--- src/fwp_pkg.sv ---
// Purpose: shared constants and types for feedback word processing
// Assumes: one clock, synchronous active-high reset
// Notes:   both ends and the interface use these names
package fwp_pkg;

  localparam int unsigned WORD_W     = 16;
  localparam int unsigned SHIFT_W    = 4;
  localparam int unsigned LEN_W      = 5;
  localparam int unsigned OFS_W      = 12;
  localparam int unsigned RES_W      = 17;
  localparam int unsigned SEL_W      = 3;

  localparam logic [SHIFT_W-1:0] SHIFT_MAX  = 4'hf;
  localparam logic [LEN_W-1:0]   LEN_MIN    = 5'h01;
  localparam logic [LEN_W-1:0]   LEN_MAX    = 5'h10;
  localparam logic [LEN_W-1:0]   LEN_TABLE  = 5'h0c;
  localparam logic [OFS_W-1:0]   OFS_MAX    = 12'hfff;

  // settings after reset: pass-through (shift 0, full length, offset 0)
  localparam logic [SHIFT_W-1:0] SHIFT_RST  = 4'h0;
  localparam logic [LEN_W-1:0]   LEN_RST    = 5'h10;
  localparam logic [OFS_W-1:0]   OFS_RST    = 12'h000;

  // cycles the configure instruction blocks the sequencer
  localparam int unsigned CFG_BUSY_CYC    = 2;
  // countdown load: busy covers the ack cycle and the one after it
  localparam logic [1:0]  CFG_BUSY_CNT    = 2'(CFG_BUSY_CYC);
  // least waveform length during configure for gap-free output
  localparam int unsigned GAPFREE_SAMPLES = 48;

  // register offsets of the controller's own register file
  localparam logic [3:0] ADDR_CFG   = 4'h0;
  localparam logic [3:0] ADDR_CMD   = 4'h1;
  localparam logic [3:0] ADDR_STAT  = 4'h2;
  localparam logic [3:0] ADDR_VAL   = 4'h3;
  localparam logic [3:0] ADDR_WORD  = 4'h4;

  // command register field positions
  localparam int unsigned CMD_OP_LSB  = 0;
  localparam int unsigned CMD_SEL_LSB = 2;

  typedef enum logic [SEL_W-1:0] {
    FWP_SRC_RAW    = 3'b000,
    FWP_SRC_PROC_A = 3'b001,
    FWP_SRC_PROC_B = 3'b010,
    FWP_SRC_LEG_R  = 3'b011,
    FWP_SRC_LEG_D  = 3'b100
  } fwp_src_e;

  typedef enum logic [1:0] {
    FWP_OP_NONE = 2'b00,
    FWP_OP_CFG  = 2'b01,
    FWP_OP_READ = 2'b10,
    FWP_OP_PLAY = 2'b11
  } fwp_op_e;

endpackage : fwp_pkg

--- src/fwp_if.sv ---
// Purpose: carrier between sequencer controller and feedback processor
// Assumes: both ends on core_clk
// Notes:   req/ack handshake, one request outstanding
`timescale 1ns/1ps
interface fwp_if;
  logic                               fb_valid;
  logic [fwp_pkg::WORD_W-1:0]         fb_word;
  logic                               req;
  fwp_pkg::fwp_op_e                   op;
  fwp_pkg::fwp_src_e                  feedback_path_select;
  logic [fwp_pkg::SHIFT_W-1:0]        shift;
  logic [fwp_pkg::LEN_W-1:0]          length;
  logic [fwp_pkg::OFS_W-1:0]          offset;
  logic                               ack;
  logic [fwp_pkg::RES_W-1:0]          result;
  logic                               busy;

  modport dev (
    input  fb_valid, fb_word, req, op, feedback_path_select, shift, length, offset,
    output ack, result, busy
  );
  modport seq (
    output req, op, feedback_path_select, shift, length, offset,
    input  ack, result, busy
  );
endinterface : fwp_if

--- src/fwp_seq.sv ---
// Purpose: sequencer-side controller issuing feedback operations
// Assumes: software drives plain register port on core_clk
// Notes:   one operation in flight; status shows busy, value register holds last result
`timescale 1ns/1ps
module fwp_seq (
  input  wire logic                       core_clk,
  input  wire logic                       rst,
  fwp_if.seq                              bus,
  input  wire logic [3:0]                 addr,
  input  wire logic [31:0]                wdata,
  input  wire logic                       wr,
  input  wire logic                       rd,
  output logic      [31:0]                rdata,
  output logic                            branch_take,
  output logic                            play_valid,
  output logic      [11:0]                play_index
);

  logic [31:0]                  cfg_reg, cfg_next;
  logic                         req_reg, req_next;
  fwp_pkg::fwp_op_e             op_reg, op_next;
  fwp_pkg::fwp_src_e            sel_reg, sel_next;
  logic [fwp_pkg::RES_W-1:0]    val_reg, val_next;
  logic                         br_reg, br_next;
  logic                         pv_reg, pv_next;
  logic [11:0]                  pi_reg, pi_next;
  logic [31:0]                  rdata_reg, rdata_next;

  // command write starts op; ack ends it
  always_comb begin
    cfg_next = cfg_reg;
    req_next = req_reg;
    op_next  = op_reg;
    sel_next = sel_reg;
    val_next = val_reg;
    br_next  = 1'b0;
    pv_next  = 1'b0;
    pi_next  = pi_reg;
    if (wr && addr == fwp_pkg::ADDR_CFG) begin
      cfg_next = wdata;
    end else if (wr && addr == fwp_pkg::ADDR_CMD && !req_reg) begin
      req_next = 1'b1; // source named with each op
      op_next  = fwp_pkg::fwp_op_e'(wdata[fwp_pkg::CMD_OP_LSB +: 2]);
      sel_next = fwp_pkg::fwp_src_e'(wdata[fwp_pkg::CMD_SEL_LSB +: fwp_pkg::SEL_W]);
    end
    if (req_reg && bus.ack) begin
      req_next = 1'b0;
      if (op_reg != fwp_pkg::FWP_OP_CFG) begin
        val_next = bus.result;
        br_next  = (bus.result != '0) && (op_reg == fwp_pkg::FWP_OP_READ);
        pv_next  = (op_reg == fwp_pkg::FWP_OP_PLAY);
        pi_next  = bus.result[11:0];
      end
    end
  end

  // read mux, data stand one cycle later
  always_comb begin
    rdata_next = 32'h0000_0000;
    if (rd && addr == fwp_pkg::ADDR_CFG) begin
      rdata_next = cfg_reg;
    end else if (rd && addr == fwp_pkg::ADDR_STAT) begin
      rdata_next = {31'h0000_0000, req_reg | bus.busy};
    end else if (rd && addr == fwp_pkg::ADDR_VAL) begin
      rdata_next = {15'h0000, val_reg};
    end
  end

  always_ff @(posedge core_clk) begin
    if (rst) begin
      cfg_reg   <= 32'h0000_0000;
      req_reg   <= 1'b0;
      op_reg    <= fwp_pkg::FWP_OP_NONE;
      sel_reg   <= fwp_pkg::FWP_SRC_RAW;
      val_reg   <= '0;
      br_reg    <= 1'b0;
      pv_reg    <= 1'b0;
      pi_reg    <= 12'h000;
      rdata_reg <= 32'h0000_0000;
    end else begin
      cfg_reg   <= cfg_next;
      req_reg   <= req_next;
      op_reg    <= op_next;
      sel_reg   <= sel_next;
      val_reg   <= val_next;
      br_reg    <= br_next;
      pv_reg    <= pv_next;
      pi_reg    <= pi_next;
      rdata_reg <= rdata_next;
    end
  end

  // configuration fields: shift [3:0], length [8:4], offset [27:16]
  assign bus.req                  = req_reg;
  assign bus.op                   = op_reg;
  assign bus.feedback_path_select = sel_reg;
  assign bus.shift                = cfg_reg[3:0];
  assign bus.length               = cfg_reg[8:4];
  assign bus.offset               = cfg_reg[27:16];
  assign rdata                    = rdata_reg;
  assign branch_take              = br_reg;
  assign play_valid               = pv_reg;
  assign play_index               = pi_reg;

endmodule : fwp_seq

--- src/flat_wrapper.sv ---
// flat-port wrapper written by rule: the top's interface ports become plain ports
module fwp_seq_flat 
  (core_clk, rst, addr, wdata, wr, rd, rdata, branch_take, play_valid, play_index, bus_req, bus_op, bus_feedback_path_select, bus_shift, bus_length, bus_offset, bus_ack, bus_result, bus_busy);
  fwp_if bus_i ();
  input  wire logic core_clk;
  input  wire logic rst;
  input  wire logic [3:0] addr;
  input  wire logic [31:0] wdata;
  input  wire logic wr;
  input  wire logic rd;
  output logic      [31:0] rdata;
  output logic branch_take;
  output logic play_valid;
  output logic      [11:0] play_index;
  output wire logic [$bits(bus_i.req)-1:0] bus_req;
  output wire logic [$bits(bus_i.op)-1:0] bus_op;
  output wire logic [$bits(bus_i.feedback_path_select)-1:0] bus_feedback_path_select;
  output wire logic [$bits(bus_i.shift)-1:0] bus_shift;
  output wire logic [$bits(bus_i.length)-1:0] bus_length;
  output wire logic [$bits(bus_i.offset)-1:0] bus_offset;
  input wire logic [$bits(bus_i.ack)-1:0] bus_ack;
  input wire logic [$bits(bus_i.result)-1:0] bus_result;
  input wire logic [$bits(bus_i.busy)-1:0] bus_busy;
  assign bus_req = bus_i.req;
  assign bus_op = bus_i.op;
  assign bus_feedback_path_select = bus_i.feedback_path_select;
  assign bus_shift = bus_i.shift;
  assign bus_length = bus_i.length;
  assign bus_offset = bus_i.offset;
  assign bus_i.ack = bus_ack;
  assign bus_i.result = bus_result;
  assign bus_i.busy = bus_busy;
  fwp_seq u_core (.core_clk(core_clk), .rst(rst), .bus(bus_i), .addr(addr), .wdata(wdata), .wr(wr), .rd(rd), .rdata(rdata), .branch_take(branch_take), .play_valid(play_valid), .play_index(play_index));
endmodule
--- config.mk ---
export PLATFORM = sky130hd
export DESIGN_NAME = fwp_seq_flat
export DESIGN_NICKNAME = d
export VERILOG_FILES = /design/src/fwp_pkg.sv /design/src/fwp_if.sv /design/src/fwp_seq.sv /design/src/flat_wrapper.sv
export SDC_FILE = /design/constraint.sdc
export NUM_CORES = 1
export LEC_CHECK = 0
export BUFFER_PORTS_ARGS = -buffer_cell sky130_fd_sc_hd__buf_2
export CORE_UTILIZATION = 41
export CTS_CLUSTER_SIZE = 16
export DETAILED_ROUTE_END_ITERATION = 12
export PLACE_DENSITY_LB_ADDON = 0.05
export SETUP_SLACK_MARGIN = 0.05
export SYNTH_ARGS = -nofsm -noshare
export SYNTH_HDL_FRONTEND = slang
export SYNTH_SLANG_ARGS = --single-unit
export TNS_END_PERCENT = 5
--- constraint.sdc ---
create_clock -name core_clk -period 2.8 [get_ports core_clk]
set_input_delay 0.42 -clock core_clk [delete_from_list [all_inputs] [get_ports core_clk]]
set_output_delay 0.42 -clock core_clk [all_outputs]
set_load 0.01 [all_outputs]
Word level (Yosys, flattened, before mapping)
Index checks and enable logic that the tools add are counted.

word-level totals
  flip-flop bits (word level) = 101
  input port bits = 59
  output and inout bits = 73

operators by class
  equal/unequal tests = 6
  muxes and demuxes = 3
  bitwise gates (word level) = 4
  reduce and logical (&&, ||, !) cells = 15

operators with widths
  kind                  number
  $mux W32              2
  $mux W17              1
  $reduce_bool A17 Y1   1
  $eq A4 B2 Y1 const B  2
  $logic_and A1 B1 Y1   8
  $eq A2 B2 Y1 const B  2
  $eq A4 B1 Y1 const B  1
  $logic_not A4 Y1      1
  $reduce_and A2 Y1     2
  $not A1 Y1            3
  $reduce_or A3 Y1      1
  $ne A2 B1 Y1 const B  1
  $reduce_or A2 Y1      1
  $logic_not A1 Y1      1
  $or A1 B1 Y1          1

Logic depth before layout (Yosys ltp)
  depth in word-level cells = 5
  gate-level depth with buffers = 5
  depth with buffers taken out = 3

Worst setup path after synthesis
Ideal clock, no wire load.

  kind = input -> register
  start = input addr[3]
  end = register u_core.cfg_reg[30]
  library setup time = 132 ps
  data arrival time = 1301 ps
  slack = 1367 ps
  stages on the path = 4
  buffers on the path = 1
  cell sequence = or4_4 -> buf_6 -> o21ai_1 -> a21oi_1

on the way
  word-level cells in the longest chain between the ends = 2

ends and longest elaborated chain
  element               RTL line           text
  start, declared       flat_wrapper.sv:7  input wire logic [3:0] addr;
  $logic_not A4 Y1      fwp_seq.sv:39      if (wr && addr == fwp_pkg::ADDR_CFG) begin
  $logic_and A1 B1 Y1   fwp_seq.sv:39
  end signal, assigned  fwp_seq.sv:81      cfg_reg <= cfg_next;
  end, declared         fwp_seq.sv:19      logic [31:0] cfg_reg, cfg_next;

Every way passes these cells.
A chain may end at the register's enable or synchronous reset.

Worst setup path in the final report
  start = register u_core.op_reg[0] (netlist: u_core.bus.op[0])
  end = register u_core.pi_reg[2] (netlist: u_core.play_index[2])

on the way
  word-level cells in the longest chain between the ends = 2

ends and longest elaborated chain
  element                             RTL line       text
  start, declared                     fwp_seq.sv:21  fwp_pkg::fwp_op_e op_reg, op_next;
  start signal, assigned              fwp_seq.sv:73  op_reg <= fwp_pkg::FWP_OP_NONE;
  start signal, assigned              fwp_seq.sv:83  op_reg <= op_next;
  $ne A2 B1 Y1                        fwp_seq.sv:48  if (op_reg != fwp_pkg::FWP_OP_CFG) begin
  $reduce_and A2 Y1 (no source line)  n/a
  end signal, assigned                fwp_seq.sv:88  pi_reg <= pi_next;
  end, declared                       fwp_seq.sv:26  logic [11:0] pi_reg, pi_next;

Every way passes these cells.

==> results.md <==
- Multi-input logic area: 0.00137 sq mm
- VDD IR-drop max: 0.205 mV
- CTS tree: yes
- FILL cells: 860
- Setup violators final: 0
- Top-Level Pins: 132
- Initial DRT Pass Iterations: 4
- Post-DP HPWL: 6400 microns
- Maximum clock frequency: 590 MHz
- Yosys top cell by area: dfxtp_1
- CP arrival: 1.97 ns
- Critical Path RT: 3.08 ns
- Final Max Tran Viols: 0
- # DRC: 0
- Tot GR Track Use: 0.211
- Row count: 33
- Setup TNS: 0 ns
- Fraction of layout cells with a size suffix above 1: 0.310
- Vias per inst: 5.32
- Tightest Pin Transition: 1.04 ns
- Initial antenna violation count: 0
- Placed Area: 0.00399 sq mm
- Antenna-violating nets left: 0
- Post-synth cell types: 33
- Full die area: 0.00906 sq mm
- Final hold violation count: 0
- Cts repair resizes: 0
- Post-place setup slack: 0.975 ns
- Synth top area share: 0.501
- Max-cap viol count: 0
- Largest net degree at the start of global routing: 39
- CORE AREA: 0.00830 sq mm
- Synth Cell Area: 0.00356 sq mm
- P_leak: 1.71 nW
- Die width: 95.2 microns
- Clock tree buffer depth: 2
- CP Class: flop to flop
- FF/Latch Area: 0.00178 sq mm
- Hold crit path type: input pin to flop
- # nets final: 552
- Total power: 2.22 mW
- Tcrit/Tclk final: 0.605
- Port bufs: 131
- Layout area overhead: 16.8%
- CP startpoint kind: flop
- Slack of the critical path: 1.11 ns
- Slew HR: 0.307
- Per-instance average area after synthesis: 8.62 sq um
- Postcts setup bufs: 0
- Skew final: 0.0102 ns
- Largest cells by area after synthesis: dfxtp_1, nand3_1, a21oi_1
- Pwr Density: 533 mW/mm^2
- Global-route wire length before repair: 14500 microns
- Vias in the first global route: 2807
- GRT overflow: 0
- Starting Density: 0.429
- Clock slew at reported path FFs: 0.08 ns
- #FFs+latches synth: 89
- Die Span Y: 95.2 microns
- CTS H-Tree Depth: 3
- Vias: 3199
- Fin crit period: 1.69 ns
- Sink Count: 89
- Sequential fraction of the synthesis area: 0.501
- Total Wirelength: 9500 microns
- Root buf cell: clkbuf_8
- Element type at the critical path end: flop
- CTS Hold Buffers Added: 0
- Drt initial violations: 187
- Critical path peak fanout: 17
- RSZ-0062 raised after global routing: false
- Num CTS Buffers: 9
- Final Util: 0.501
- ANT cells: 0
- Post-synthesis instance total: 413
- Status: complete, no violations
- Routed wire length per instance: 15.8 microns
- Post-Synthesis Net Count: 472
- Syn. warnings: 0
- Clk_lat worst skew: 0.35 ns
- Finished Cell Area: 0.00416 sq mm
- Final GP Congestion: 0.769
-- final cells by class --
type | instances | share of cell area
Inverter | 2 | 0.00181
Clock inverter | 2 | 0.00361
Multi-Input combinational cell | 255 | 0.330
Sequential cell | 89 | 0.429
Clock buffer | 12 | 0.0373
Timing Repair Buffer | 136 | 0.167
Tap cell | 105 | 0.0316
-- path summary, 6_finish.rpt --
kind                                    startpoint              endpoint  slack (ns)  cells after the start
worst max-delay path              u_core.bus.op[0]  u_core.play_index[2]        1.11                      3
worst max register to register    u_core.bus.op[0]  u_core.play_index[2]        1.11                      3
worst min-delay path                     wdata[24]    u_core.cfg_reg[24]        0.31                      3
worst min register to register  u_core.cfg_reg[29]      u_core.rdata[29]        0.45                      1
-- placed cells by master, fill, tap and decap left out --
cell and n:
a21oi_1 71, a2bb2oi_1 1, and2_1 17, and3_1 1, and4_1 1, and4bb_2 1, buf_2 131, buf_4 5
clkbuf_1 1, clkbuf_8 11, clkinvlp_4 2, dfxtp_1 89, inv_1 2, nand2_1 1, nand2b_1 1, nand3_1 86
nand4_1 1, nand4bb_1 1, nor2_1 5, nor2b_1 2, nor3b_1 1, nor3b_4 1, nor4_1 3, nor4_4 1
nor4b_1 1, o21a_1 1, o21ai_0 24, o21ai_1 30, o311ai_0 1, or2_2 1, or3_1 1, or4_4 1
-- power breakdown --
part           internal [mW]  total (mW)  leakage [nW]  switching (mW)
Combinational         0.0523       0.149         0.912          0.0969
Sequential              1.27        1.28         0.717         0.00600
Clock                  0.362       0.788        0.0806           0.426
-- cell families after synthesis --
kind of cell / count (synthesis) / synth area share
DFF: 89 / 0.501
and+or+nand+nor: 127 / 0.199
buffers and inverters: 69 / 0.118
AOI/OAI and AO/OA: 128 / 0.183
-- stage by stage --
stage,cells,hold WS (ns)
finish,601,0.310
global route,601,0.307
CTS,601,0.297
detailed placement,587,0.438
global placement,587,0.430
floorplan,413,0.426
-- critical path, cell delays in order (launching register included) --
cell and delay, ns:
dfxtp_1 0.43, nor2b_1 0.85, o21ai_0 0.16, a21oi_1 0.18
-- Yosys cell counts --
cell type / count
buf_2: 11
nand4bb_1: 1
nor4_2: 1
nor3b_1: 1
clkbuf_2: 1
nor2_1: 5
nand2_1: 1
o21a_1: 1
o311ai_0: 1
o21ai_1: 30
and4bb_2: 1
o21ai_0: 24
or4_4: 1
nand3_1: 86
nor3b_2: 1
a21oi_1: 71
nor2b_1: 2
or2_2: 1
and2_1: 17
and4_1: 1
buf_6: 3
buf_1: 5
a2bb2oi_1: 1
buf_4: 33
nand2b_1: 1
dfxtp_1: 89
nor4_1: 3
and3_1: 1
inv_1: 2
nor4b_1: 1
or3_1: 1
clkbuf_1: 14
nand4_1: 1
-- routing by layer --
layer,vias up,GRT usage,share of wire
met5,-,0,0
met4,0,0.0720,0.013
met3,11,0.0399,0.057
met2,107,0.326,0.45
met1,1496,0.293,0.48
li1,1585,-,-
No activity file was read; power rests on OpenSTA's default activity.
